==> src/logic/bb_irq_consts.svh <==
// Purpose: Offsets, field positions, reset values for the baseband event block
// Assumes: Byte-wide register port, local addresses
// Notes:   Offsets are local to this block
`ifndef BB_IRQ_CONSTS_SVH
`define BB_IRQ_CONSTS_SVH

// ****************************************
// Register offsets
// ****************************************
`define OFS_PHY_CONTROL      4'h0
`define OFS_EVENT_STATUS     4'h1
`define OFS_EVENT_MASK       4'h2
`define OFS_LEVEL_LOW        4'h3
`define OFS_LEVEL_HIGH       4'h4

// ****************************************
// Control register fields
// ****************************************
`define PC_CONT_TX           7
`define PC_CHK_FILT          6
`define PC_CHK_OK            5
`define PC_AUTO_CHK          4
`define PC_CHK_TYPE          3
`define PC_BB_ON             2
`define PC_RESET             8'h54

// ****************************************
// Event status bit positions
// ****************************************
`define EV_FRAME_START       0
`define EV_FRAME_END         1
`define EV_EXT_MATCH         2
`define EV_ADDR_MATCH        3
`define EV_TX_END            4
`define EV_GAIN_HOLD         5
`define EV_GAIN_REL          6
`define EV_BUF_LEVEL         7

`define MASK_RESET           8'h00
`define LEVEL_RESET          8'h00
`define CHK16_OCTETS         3'h2
`define CHK32_OCTETS         3'h4

`endif

==> src/logic/bb_irq_pkg.sv <==
// Purpose: Types for the baseband event block
// Assumes: Used with bb_irq_consts.svh
// Notes:   Types only
package bb_irq_pkg;

    typedef enum logic [1:0]
    {
        PHY_OFF  = 2'b00,
        PHY_FSK  = 2'b01,
        PHY_OFDM = 2'b10,
        PHY_OQPSK = 2'b11
    } phy_kind_e;

    typedef enum logic [1:0]
    {
        RX_IDLE   = 2'b00,
        RX_ACTIVE = 2'b01,
        RX_CANCEL = 2'b10
    } rx_state_e;

endpackage : bb_irq_pkg

==> src/logic/baseband_irq_and_phy_control.sv <==
// Purpose: Baseband receive/transmit events, status/mask and PHY control register
// Assumes: Byte register port with one-cycle write/read strobes from the serial control port
// Notes:   Receive-side event inputs are one-cycle pulses from the PHY
//
// Behaviour
// - With address filter on, extended frame raises event after header parse.
// - With address filter on, matching frame raises event after header parse.
// - Transmit-end event rises when the last frame part is sent.
// - Preamble of selected PHY raises gain-hold and freezes gain.
// - Gain-hold and gain-release clear each other; status shows the last.
// - Receive end or cancel raises gain-release; gain control resumes adapting.
// - Gain-release during reception abandons it and restarts receiving.
// - Buffer-level event when received octets reach programmed low/high threshold.
// - After cancel, further receive events are suppressed; restart pulses in the same cycle as gain-release.
// - Reception cancels on signal discontinuity or missing valid PHY header.
// - Control bit 7 enables continuous transmit; resets to 0.
// - Bit 6 set: frame-end event only for valid checksum; resets 1.
// - Status bit 5 cleared at frame start, set to checksum validity at end.
// - Bit 4 set: checksum overwrites last 2 or 4 payload octets.
// - Bit 3 selects checksum: 0 is 32-bit, 1 is 16-bit; resets 0.
// - Bit 2 switches baseband on when 1; resets to 1.
// - Core has own event status and mask registers enabling each event.
// - Bits 1:0 phy kind: off, FSK, OFDM, O-QPSK; resets 0.
// - Core disabled when enable bit or phy kind is 0.
`timescale 1ns/10ps
`include "bb_irq_consts.svh"

module baseband_irq_and_phy_control
    import bb_irq_pkg::*;
(
    input  wire logic        ref_clk,
    input  wire logic        rstn,
    input  wire logic [3:0]  reg_addr,
    input  wire logic [7:0]  reg_wdata,
    input  wire logic        reg_wr,
    input  wire logic        reg_rd,
    output logic      [7:0]  reg_rdata,
    input  wire logic        addr_filter_on,
    input  wire logic        rx_frame_start,
    input  wire logic        rx_header_parsed,
    input  wire logic        rx_is_extended,
    input  wire logic        rx_is_match,
    input  wire logic        rx_preamble_seen,
    input  wire logic        rx_signal_break,
    input  wire logic        rx_header_invalid,
    input  wire logic        rx_octet_stored,
    input  wire logic        rx_frame_done,
    input  wire logic        rx_checksum_good,
    input  wire logic        tx_last_sent,
    input  wire logic [10:0] tx_frame_len,
    input  wire logic [10:0] tx_octet_idx,
    output logic             baseband_enabled,
    output logic             continuous_tx,
    output logic             checksum_type,
    output logic             tx_insert_checksum,
    output logic             gain_freeze,
    output logic             rx_restart,
    output logic             irq
);

    // ****************************************
    // Registers
    // ****************************************
    logic      [7:0]  pc_reg;
    logic      [7:0]  status_reg;
    logic      [7:0]  mask_reg;
    logic      [7:0]  level_low_reg;
    logic      [7:0]  level_high_reg;
    logic      [10:0] octet_cnt_reg;
    rx_state_e        rx_state_reg;
    logic      [7:0]  ev_set;
    logic      [7:0]  ev_clr;
    logic      [7:0]  status_next;
    logic             core_on;
    logic             rx_live;
    logic             cancel_now;
    logic      [10:0] level_thr;
    logic      [2:0]  chk_len;
    logic             wr_status;

    assign core_on   = pc_reg[`PC_BB_ON] && (phy_kind_e'(pc_reg[1:0]) != PHY_OFF);
    assign rx_live   = core_on && (rx_state_reg == RX_ACTIVE);
    assign cancel_now = rx_live && (rx_signal_break || rx_header_invalid);
    assign level_thr = {level_high_reg[2:0], level_low_reg};
    assign chk_len   = pc_reg[`PC_CHK_TYPE] ? `CHK16_OCTETS : `CHK32_OCTETS;
    assign wr_status = reg_wr && (reg_addr == `OFS_EVENT_STATUS);

    // ****************************************
    // Control register
    // ****************************************
    always_ff @(posedge ref_clk or negedge rstn)
    begin
        if (!rstn)
        begin
            pc_reg <= `PC_RESET;
        end
        else
        begin
            if (reg_wr && (reg_addr == `OFS_PHY_CONTROL))
            begin
                // Checksum-ok bit is read-only, writes keep it
                pc_reg <= {reg_wdata[7:6], pc_reg[`PC_CHK_OK], reg_wdata[4:0]};
            end
            if (core_on && rx_frame_start)
            begin
                pc_reg[`PC_CHK_OK] <= 1'b0;
            end
            else if (rx_live && rx_frame_done)
            begin
                pc_reg[`PC_CHK_OK] <= rx_checksum_good;
            end
        end
    end

    // ****************************************
    // Threshold and mask registers
    // ****************************************
    always_ff @(posedge ref_clk or negedge rstn)
    begin
        if (!rstn)
        begin
            mask_reg       <= `MASK_RESET;
            level_low_reg  <= `LEVEL_RESET;
            level_high_reg <= `LEVEL_RESET;
        end
        else if (reg_wr)
        begin
            case (reg_addr)
                `OFS_EVENT_MASK: mask_reg       <= reg_wdata;
                `OFS_LEVEL_LOW:  level_low_reg  <= reg_wdata;
                `OFS_LEVEL_HIGH: level_high_reg <= reg_wdata;
                default:         mask_reg       <= mask_reg;
            endcase
        end
    end

    // ****************************************
    // Receive sequencing
    // ****************************************
    always_ff @(posedge ref_clk or negedge rstn)
    begin
        if (!rstn)
        begin
            rx_state_reg <= RX_IDLE;
        end
        else if (!core_on)
        begin
            rx_state_reg <= RX_IDLE;
        end
        else
        begin
            case (rx_state_reg)
                RX_IDLE:
                    if (rx_frame_start)
                        rx_state_reg <= RX_ACTIVE;
                RX_ACTIVE:
                    if (cancel_now)
                        rx_state_reg <= RX_CANCEL;
                    else if (rx_frame_done)
                        rx_state_reg <= RX_IDLE;
                RX_CANCEL:
                    rx_state_reg <= RX_IDLE;
                default:
                    rx_state_reg <= RX_IDLE;
            endcase
        end
    end

    // Received octet counter, restarts with each frame
    always_ff @(posedge ref_clk or negedge rstn)
    begin
        if (!rstn)
        begin
            octet_cnt_reg <= 11'h000;
        end
        else if (core_on && rx_frame_start)
        begin
            octet_cnt_reg <= 11'h000;
        end
        else if (rx_live && rx_octet_stored)
        begin
            octet_cnt_reg <= octet_cnt_reg + 11'h001;
        end
    end

    // ****************************************
    // Event sources
    // ****************************************
    always_comb
    begin
        ev_set = 8'h00;
        ev_set[`EV_FRAME_START] = core_on && rx_frame_start && (rx_state_reg == RX_IDLE);
        ev_set[`EV_FRAME_END]   = rx_live && !cancel_now && rx_frame_done
                                  && (rx_checksum_good || !pc_reg[`PC_CHK_FILT]);
        ev_set[`EV_EXT_MATCH]   = rx_live && !cancel_now && addr_filter_on
                                  && rx_header_parsed && rx_is_extended;
        ev_set[`EV_ADDR_MATCH]  = rx_live && !cancel_now && addr_filter_on
                                  && rx_header_parsed && rx_is_match;
        ev_set[`EV_TX_END]      = core_on && tx_last_sent;
        ev_set[`EV_GAIN_HOLD]   = rx_live && !cancel_now && !rx_frame_done
                                  && rx_preamble_seen;
        ev_set[`EV_GAIN_REL]    = cancel_now || (rx_live && rx_frame_done);
        ev_set[`EV_BUF_LEVEL]   = rx_live && !cancel_now && rx_octet_stored
                                  && ((octet_cnt_reg + 11'h001) == level_thr);
    end

    // Write one to clear; a same-cycle event wins over the clear
    always_comb
    begin
        ev_clr = wr_status ? reg_wdata : 8'h00;
        ev_clr[`EV_GAIN_HOLD] = ev_clr[`EV_GAIN_HOLD] || ev_set[`EV_GAIN_REL];
        ev_clr[`EV_GAIN_REL]  = ev_clr[`EV_GAIN_REL] || ev_set[`EV_GAIN_HOLD];
        status_next = (status_reg & ~ev_clr) | ev_set;
    end

    always_ff @(posedge ref_clk or negedge rstn)
    begin
        if (!rstn)
        begin
            status_reg <= 8'h00;
        end
        else
        begin
            status_reg <= status_next;
        end
    end

    // ****************************************
    // Outputs
    // ****************************************
    always_ff @(posedge ref_clk or negedge rstn)
    begin
        if (!rstn)
        begin
            irq <= 1'b0;
        end
        else
        begin
            irq <= |(status_next & mask_reg);
        end
    end

    always_ff @(posedge ref_clk or negedge rstn)
    begin
        if (!rstn)
        begin
            gain_freeze <= 1'b0;
        end
        else if (ev_set[`EV_GAIN_HOLD])
        begin
            gain_freeze <= 1'b1;
        end
        else if (ev_set[`EV_GAIN_REL] || !core_on)
        begin
            gain_freeze <= 1'b0;
        end
    end

    // One-cycle pulse, a cycle after the cancel that caused it
    always_ff @(posedge ref_clk or negedge rstn)
    begin
        if (!rstn)
        begin
            rx_restart <= 1'b0;
        end
        else
        begin
            rx_restart <= cancel_now;
        end
    end

    always_ff @(posedge ref_clk or negedge rstn)
    begin
        if (!rstn)
        begin
            baseband_enabled <= 1'b0;
        end
        else
        begin
            baseband_enabled <= core_on;
        end
    end

    always_ff @(posedge ref_clk or negedge rstn)
    begin
        if (!rstn)
        begin
            continuous_tx <= 1'b0;
        end
        else
        begin
            // Forced off with the core so a disabled baseband never streams
            continuous_tx <= core_on && pc_reg[`PC_CONT_TX];
        end
    end

    always_ff @(posedge ref_clk or negedge rstn)
    begin
        if (!rstn)
        begin
            checksum_type <= 1'b0;
        end
        else
        begin
            checksum_type <= pc_reg[`PC_CHK_TYPE];
        end
    end

    always_ff @(posedge ref_clk or negedge rstn)
    begin
        if (!rstn)
        begin
            tx_insert_checksum <= 1'b0;
        end
        else
        begin
            // Short frames would underflow; the frame length compare holds insertion off for them
            tx_insert_checksum <= core_on && pc_reg[`PC_AUTO_CHK]
                                  && (tx_frame_len > {8'h00, chk_len})
                                  && (tx_octet_idx >= (tx_frame_len - {8'h00, chk_len}));
        end
    end

    // Read data registered one cycle after the strobe
    always_ff @(posedge ref_clk or negedge rstn)
    begin
        if (!rstn)
        begin
            reg_rdata <= 8'h00;
        end
        else if (reg_rd)
        begin
            case (reg_addr)
                `OFS_PHY_CONTROL:  reg_rdata <= pc_reg;
                `OFS_EVENT_STATUS: reg_rdata <= status_reg;
                `OFS_EVENT_MASK:   reg_rdata <= mask_reg;
                `OFS_LEVEL_LOW:    reg_rdata <= level_low_reg;
                `OFS_LEVEL_HIGH:   reg_rdata <= level_high_reg;
                default:           reg_rdata <= 8'h00;
            endcase
        end
    end

endmodule : baseband_irq_and_phy_control

==> config.mk <==
export PLATFORM = sky130hd
export DESIGN_NAME = baseband_irq_and_phy_control
export DESIGN_NICKNAME = d
export VERILOG_FILES = /design/src/logic/bb_irq_pkg.sv /design/src/logic/baseband_irq_and_phy_control.sv
export VERILOG_INCLUDE_DIRS = /design/src /design/src/logic
export SDC_FILE = /design/constraint.sdc
export NUM_CORES = 1
export LEC_CHECK = 0
export BUFFER_PORTS_ARGS = -buffer_cell sky130_fd_sc_hd__buf_2
export CAP_MARGIN = 20
export CORE_MARGIN = 3
export CORE_UTILIZATION = 51
export DETAILED_ROUTE_END_ITERATION = 7
export PLACE_DENSITY = 0.76
export SLEW_MARGIN = 20
export SYNTH_ARGS = -nofsm -noshare
export SYNTH_HDL_FRONTEND = slang
export SYNTH_SLANG_ARGS = --single-unit
==> constraint.sdc <==
create_clock -name ref_clk -period 2.4 [get_ports ref_clk]
set_clock_uncertainty 0.05 [all_clocks]
set_input_delay 0.48 -clock ref_clk [delete_from_list [all_inputs] [get_ports ref_clk]]
set_output_delay 0.48 -clock ref_clk [all_outputs]
set_load 0.02 [all_outputs]
==> summary.log, run 1 <==
[run_status] outcome finished clean
[drt] detailed router's first-iteration violation count 139
[timing] setup repair after global routing missed its margin yes
[floorplan] Chip Width 94.3 um
[finish] number of flip-flops in the largest register 11
[timing] Final Hold Vio Count 0
[critical_path] data required time of the critical path 2.58 ns
[global_route] first-pass GRT wire length 16200 um
[critical_path] Critical Path Sink Type flop
[clock_network] CTS tree done
[yosys] synthesis-stage register bit count 68
[finish] layout cell share with drive strength beyond 1 33.7%
[timing] setup_tns 0 ns
[critical_path] Critical Path Slowest Stage Cell sky130_fd_sc_hd__or4_4
[yosys] Area contributors post-synth sky130_fd_sc_hd__dfrtp_1, sky130_fd_sc_hd__mux2_2, sky130_fd_sc_hd__ha_1
[pwr] maximum vdd drop 0.331 mV
[timing] post-route fraction of the period consumed by the critical path 98.7%
[drt] average vias per placed instance 5.86
[pwr] leakage power of the design 0.00224 uW
[finish] number of antenna diodes 0
[timing] slew at the pin with the worst max-slew slack 0.598 ns
[critical_path] crit path kind in2reg
[pwr] Overall Power 3320 uW
[critical_path] worst path cell trace buf_2 -> or4_4 -> nor3_2 -> o311ai_2 -> xor2_1 -> ha_1 -> a211o_1 -> a21oi_2 -> a221o_1 -> a31oi_1
[drt] ANT nets after route 0
[global_route] Total Routing Usage GR 23.6%
[clock_network] H-tree lvl count 3
[yosys] number of synthesized flops with an enable pin 0
[drt] Pre-antenna DRT Iters 4
[placement] global placement routability congestion 0.857
[floorplan] Ports 65
[yosys] Ys Warns 0
[placement] cell count after placement 559
[critical_path] number of cells traversed by the worst register-to-register path 10
[floorplan] core footprint 0.00741 sq mm
[finish] post-route insts no fill 577
[timing] Final Slew Violations 0
[floorplan] initial standard-cell utilization of the core 53.7%
[yosys] mapped cell area 0.00398 sq mm
[global_route] pin count of the biggest net entering global routing 26
[placement] Port Buffers 64
[critical_path] Startpoint Class input port
[critical_path] critical path arrival 2.55 ns
[yosys] Synth async-reset ratio 100%
[clock_network] clock sink total 68
[finish] post-layout net count 538
[yosys] most common library cells after synthesis sky130_fd_sc_hd__dfrtp_1, sky130_fd_sc_hd__nand2_1, sky130_fd_sc_hd__mux2_2
[clock_network] Root Buffer Master sky130_fd_sc_hd__clkbuf_8
[yosys] synthesized netlist net count 449
[timing] final critical delay including setup and external delays 2.37 ns
[drt] final routed wirelength across all metal layers 9910 um
[yosys] count of cell types in the netlist 68
[timing] Setup violations, final 0
[yosys] post-synthesis sequential area ratio 42.9%
[clock_network] TritonCTS buffer count 9
[finish] area taken by multi-input logic gates 0.00216 sq mm
[placement] detailed placer's ending HPWL 7450 um
[drt] via count 3381
[finish] post-layout util 65.1%
[yosys] proportion of netlist area held by the largest area contributor 40.9%
[floorplan] num rows 31
[job] Max-Cap Viols 0
[clock_network] maximum root-to-sink buffer count 2
[global_route] via count of the first global-routing pass 3418
[yosys] flip-flop cell with the highest count after synthesis sky130_fd_sc_hd__dfrtp_1
[finish] filler instances 590
[finish] area taken by flip-flops and latches 0.00171 sq mm
[yosys] number of instances in the synthesized netlist 384
[placement] worst-case setup slack after placement -0.316 ns
[clock_network] CTS Hold Buffers Added 0
[floorplan] Die Y-Extent 94.3 um
[critical_path] crit-path max cell delay 0.53 ns
[global_route] total grt overflow 0
[yosys] leading area contributor after synthesis sky130_fd_sc_hd__dfrtp_1
[timing] slack of the critical path 0.0307 ns
[pwr] Pwr per Cell Area 689 mW/mm^2
[timing] Max Clock Freq 422 MHz
[floorplan] overall die area 0.00889 sq mm
[clock_network] insertion delay to the later sink of the worst-skew pair 0.34 ns
[yosys] most numerous cell in the Yosys netlist sky130_fd_sc_hd__dfrtp_1
[hold_path] class of the tightest hold or removal check in2async
[critical_path] maximum net fanout on the critical path 2
[yosys] Avg Synthesized Cell Area 10.4 sq um
[drt] detail-routed net length per standard cell 17.2 um
[global_route] number of antenna violations at the first check in global routing 0
[drt] count of unresolved DRC violations after routing 0
[timing] worst slew margin relative to its limit 59.5%
[finish] P&R area growth vs syn 21.2%
[clock_network] clock-pin slew reported for the worst setup and hold paths after clock tree synthesis 0.08 ns
worst max-delay path, delay by kind of cell:
kind	cells	cell delay (ns)
AOI/OAI and AO/OA	5	0.77
and+or+nand+nor	2	0.72
adders and majority gates	1	0.31
xor gates and xnor gates	1	0.17
buffers and inverters	1	0.10
routing by layer:
| metal | GRT usage [%] | vias to the layer above | wire, um |
|---|---|---|---|
| met5 | 0 | - | 0 |
| met4 | 10.1 | 0 | 195 |
| met3 | 4.33 | 19 | 592 |
| met2 | 39.6 | 122 | 4830 |
| met1 | 29.7 | 1646 | 4280 |
| li1 | - | 1594 | - |
path summary, 6_finish.rpt:
check,endpoint,slack (ns),from
worst max-delay path,tx_insert_checksum,0.03,tx_frame_len[7]
worst min-delay path,reg_rdata[5],0.07,rstn
worst max register to register,tx_insert_checksum,0.03,pc_reg[3]
worst min register to register,level_high_reg[7],0.46,level_high_reg[7]
max in group asynchronous,level_low_reg[6],1.59,rstn
min in group ref_clk,pc_reg[5],0.30,rx_frame_start
layout make-up:
class	count	area share, %
repair buffers	92	11.3
clock inverters	5	1.27
inverters	22	1.71
well taps	99	2.57
multi-input cells	280	44.9
clock buffers	11	2.93
flip-flops and latches	68	35.4
timing repair:
item,in CTS,in global routing
endpoints found under the hold margin,0,0
gates resized for setup,5,1
setup buffers,0,2
endpoints found under the setup margin,1,1
kinds of logic (layout without fill, tap and decap cells):
kind of cell	Yosys count	in the layout	synth area share [%]
adders and majority gates	15	15	4.72
xor gates and xnor gates	20	20	4.40
AOI/OAI and AO/OA	94	94	15.6
buffers and inverters	36	130	3.96
and+or+nand+nor	104	104	15.0
muxes	47	47	13.4
DFF	68	68	42.9
per-stage QoR:
stage               hold WS, ns  instance area (sq um)
CTS                      0.0738                   4800
detailed placement        0.443                   4570
finish                   0.0691                   4820
global route             0.0962                   4820
global placement          0.437                   4570
floorplan                 0.134                   3990
power breakdown:
| group | switching (uW) | internal (uW) | total (uW) |
|---|---|---|---|
| registers | 151 | 1340 | 1490 |
| logic | 434 | 439 | 873 |
| clock network | 442 | 510 | 952 |
| total | 1030 | 2290 | 3320 |
placed cells by master (no fill, tap or decap), drive strengths merged, types with 5 or more instances in the layout:
master,count
inv,22
nand3,12
a31oi,5
xnor2,12
mux2,30
and2,5
dfrtp,65
nand2,26
o22ai,16
and3,6
o31ai,5
o21ai,19
nor2,20
xor2,8
nor3,6
buf,92
ha,15
a21oi,17
clkbuf,11
mux2i,17
Power figures use the tool's default switching activity.
==> run 2, diff against run 1 <==
--- a/config.mk
+++ b/config.mk
@@ -6,6 +6,7 @@
 export SDC_FILE = /design/constraint.sdc
 export NUM_CORES = 1
 export LEC_CHECK = 0
+export ABC_AREA = 1
 export BUFFER_PORTS_ARGS = -buffer_cell sky130_fd_sc_hd__buf_2
 export CAP_MARGIN = 20
 export CORE_MARGIN = 3
==> constraint.sdc (replaced) <==
create_clock -name ref_clk -period 1.9 [get_ports ref_clk]
set_clock_uncertainty 0.05 [all_clocks]
set_input_delay 0.38 -clock ref_clk [delete_from_list [all_inputs] [get_ports ref_clk]]
set_output_delay 0.38 -clock ref_clk [all_outputs]
set_load 0.02 [all_outputs]
==> run 2 against run 1 <==
Against the previous run: the flow now finishes with violations (setup timing); combinational power increased by 21%; sequential power is 28% higher; global-route usage up 0.93 points; register-to-register slack lost 0.39 ns; first-iteration DRC count increased by 91%; clock-buffer cell count fell by 2; synthesized cell count grew 32%; clock power grew 51%; final area down 0.73%; critical endpoint unchanged; largest power group unchanged.
==> summary.log, run 2 <==
[yosys] count of cell types in the netlist 33
[timing] worst slew margin relative to its limit 68.6%
[hold_path] hold path cells 2
[placement] global placement routability congestion 0.870
[finish] highest-count cells in the layout ignoring fill and taps sky130_fd_sc_hd__nand2_1, sky130_fd_sc_hd__inv_1, sky130_fd_sc_hd__dfrtp_1
[run_status] violated checks setup timing
[critical_path] reg-to-reg startpoint pc_reg[3]
[critical_path] crit path kind reg2reg
[floorplan] Chip Width 93.2 um
[hold_path] end point of the worst hold path rx_state_reg[0]
[global_route] first-pass GRT wire length 16600 um
[yosys] leading area contributor after synthesis sky130_fd_sc_hd__dfrtp_1
[clock_network] maximum root-to-sink buffer count 2
[global_route] via count of the first global-routing pass 3547
[hold_path] Hold Crit Start rx_frame_done
[pwr] net switching power figure 1400 uW
[yosys] adder-cell area share of the yosys netlist 4.84%
[finish] post-layout net count 662
[drt] average vias per placed instance 5.23
[job] Max-Cap Viols 0
[yosys] flip-flop cell with the highest count after synthesis sky130_fd_sc_hd__dfrtp_1
[floorplan] overall die area 0.00868 sq mm
[critical_path] Startpoint Class flop
[finish] number of antenna diodes 0
[hold_path] class of the tightest hold or removal check in2reg
[global_route] pin count of the biggest net entering global routing 49
[yosys] synthesized netlist net count 573
[yosys] synthesis-stage register bit count 68
[finish] area taken by multi-input logic gates 0.00194 sq mm
[placement] detailed placer's ending HPWL 7450 um
[clock_network] H-tree lvl count 3
[global_route] number of antenna violations at the first check in global routing 0
[finish] number of flip-flops in the largest register 11
[timing] slack of the critical path -0.357 ns
[finish] area taken by flip-flops and latches 0.00171 sq mm
[yosys] synthesized-area fraction occupied by ao, oa, aoi and oai cells 12.6%
[critical_path] critical path arrival 2.44 ns
[yosys] combinational family with the most area after synthesis simple AND/OR/NAND/NOR gates
[timing] post-route fraction of the period consumed by the critical path 119%
[pwr] portion of total power attributed to the clock network 32.7%
[timing] Max Clock Freq 443 MHz
[yosys] Avg Synthesized Cell Area 7.63 sq um
[yosys] post-synthesis sequential area ratio 44.0%
[critical_path] r2r setup slk -0.36 ns
[finish] post-layout util 65.3%
[clock_network] clock sink total 68
[yosys] proportion of netlist area held by the largest area contributor 42.0%
[timing] Final Slew Violations 0
[yosys] number of synthesized flops with an enable pin 0
[yosys] mux share of post-synthesis cell area 0%
[clock_network] CTS tree done
[global_route] Total Routing Usage GR 24.5%
[pwr] Pwr per Cell Area 920 mW/mm^2
[finish] layout cell share with drive strength beyond 1 23.4%
[run_status] outcome finished with violations
[clock_network] Root Buffer Master sky130_fd_sc_hd__clkbuf_8
[pwr] maximum vdd drop 0.616 mV
[pwr] Flop pwr share 43.3%
[yosys] number of instances in the synthesized netlist 508
[yosys] Area contributors post-synth sky130_fd_sc_hd__dfrtp_1, sky130_fd_sc_hd__nand2_1, sky130_fd_sc_hd__o21ai_0
[clock_network] insertion delay to the later sink of the worst-skew pair 0.35 ns
[timing] slew at the pin with the worst max-slew slack 0.470 ns
[drt] final routed wirelength across all metal layers 10100 um
[pwr] Internal 3000 uW
[pwr] leakage power of the design 0.00249 uW
[yosys] most common library cells after synthesis sky130_fd_sc_hd__nand2_1, sky130_fd_sc_hd__inv_1, sky130_fd_sc_hd__dfrtp_1, sky130_fd_sc_hd__o21ai_0, sky130_fd_sc_hd__nand3_1
[floorplan] num rows 31
[global_route] total grt overflow 0
[drt] Pre-antenna DRT Iters 6
[finish] P&R area growth vs syn 23.5%
[yosys] post-synthesis share of cell area spent on and, or, nand and nor gates 27.8%
[floorplan] core footprint 0.00733 sq mm
[clock_network] TritonCTS buffer count 9
[timing] final critical delay including setup and external delays 2.26 ns
[critical_path] endpoint of the lowest-slack register-to-register path tx_insert_checksum
[pwr] Overall Power 4400 uW
[yosys] Ys Warns 0
[timing] Setup violations, final 1
[floorplan] Die Y-Extent 93.2 um
[drt] count of unresolved DRC violations after routing 0
[drt] detailed router's first-iteration violation count 265
[timing] Final Hold Vio Count 0
[yosys] mapped cell area 0.00387 sq mm
[placement] Port Buffers 64
[drt] detail-routed net length per standard cell 14.4 um
[drt] ANT nets after route 0
[pwr] Gate power share 24.0%
[finish] filler instances 623
[yosys] most numerous cell in the Yosys netlist sky130_fd_sc_hd__nand2_1
[critical_path] maximum net fanout on the critical path 3
[finish] commonest non-fill, non-tap cell in the layout sky130_fd_sc_hd__nand2_1
[pwr] switching power share of the total 31.7%
[critical_path] data required time of the critical path 2.09 ns
[floorplan] Ports 65
[timing] setup repair after global routing missed its margin yes
[yosys] Synth async-reset ratio 100%
[clock_network] clock-pin slew reported for the worst setup and hold paths after clock tree synthesis 0.07 ns
[critical_path] Critical Path Sink Type flop
[floorplan] initial standard-cell utilization of the core 52.9%
[yosys] xor/xnor cell area share of the yosys netlist 2.39%
[timing] worst hold slack 0.203 ns
[drt] via count 3664
[critical_path] number of cells traversed by the worst register-to-register path 13
run 2: power groups by stage:
stage                     Clock [uW]  Combinational [uW]  Sequential (uW)
final                           1440                1060             1900
after global routing            1510                1200             1930
after CTS                       1440                1030             1890
after detailed placement           0                 997             1920
after global placement             0                 962             1910
after floorplan                    0                 614             1920
run 2: timing repair:
| action | CTS | global route |
|---|---|---|
| gates resized for setup | 6 | 17 |
| hold buffers | 1 | 0 |
| setup buffers | 1 | 2 |
| setup endpoints to repair | 1 | 2 |
| pin swaps | 6 | 17 |
| hold endpoints to repair | 45 | 0 |
run 2: how the worst max path moves through the flow:
stage                         end  cells after the start             from
4_1_cts        tx_insert_checksum                     16        pc_reg[3]
3_5_place_dp   tx_insert_checksum                     15  tx_frame_len[2]
2_1_floorplan  tx_insert_checksum                     14        pc_reg[3]
5_1_grt        tx_insert_checksum                     13        pc_reg[3]
3_3_place_gp   tx_insert_checksum                     15  tx_frame_len[2]
6_report       tx_insert_checksum                     13        pc_reg[3]
run 2: final cells by class:
class                      instances  area share (%)
clock buffer                       9            2.59
timing repair buffer              84            10.2
sequential                        68            35.6
tap                               99            2.59
clock inverter                     7            2.41
multi-input combinational        357            40.5
inverter                          77            6.04
run 2: critical path: stages (launching register included):
cell                       delay, ns
sky130_fd_sc_hd__dfrtp_1        0.43
sky130_fd_sc_hd__ha_4           0.28
sky130_fd_sc_hd__inv_2          0.04
sky130_fd_sc_hd__or2_4          0.26
sky130_fd_sc_hd__nand2_4        0.07
sky130_fd_sc_hd__xor2_2         0.14
sky130_fd_sc_hd__ha_1           0.27
sky130_fd_sc_hd__a21o_1         0.16
sky130_fd_sc_hd__o21bai_1       0.11
sky130_fd_sc_hd__nand2_1        0.07
sky130_fd_sc_hd__nand2_1        0.07
sky130_fd_sc_hd__nand2_1        0.05
sky130_fd_sc_hd__nand2_1        0.08
sky130_fd_sc_hd__a21oi_2        0.05
run 2: cell families (layout without fill, tap and decap cells):
group           Yosys count  count (layout)
xor+xnor                  9               9
flops                    68              68
fa+ha+maj                15              15
buf+inv                  83             177
compound gates           91              91
simple gates            242             242
run 2: per-layer routing:
| metal | vias to the layer above | global-route usage, % | part of all wire (%) |
|---|---|---|---|
| met1 | 1693 | 31.9 | 43 |
| met5 | - | 0 | 0 |
| met2 | 132 | 40.0 | 48 |
| met4 | 0 | 12.7 | 3.1 |
| met3 | 19 | 3.22 | 6.1 |
| li1 | 1820 | - | - |
run 2: through the flow:
stage	cell area (sq um)	worst slack [ns]	std cells	TNS, ns
floorplan	3880	-0.258	508	-0.258
global placement	4440	-0.424	683	-0.424
detailed placement	4440	-0.497	683	-0.497
CTS	4720	-0.296	701	-0.296
global route	4780	-0.485	701	-0.500
finish	4780	-0.357	701	-0.357
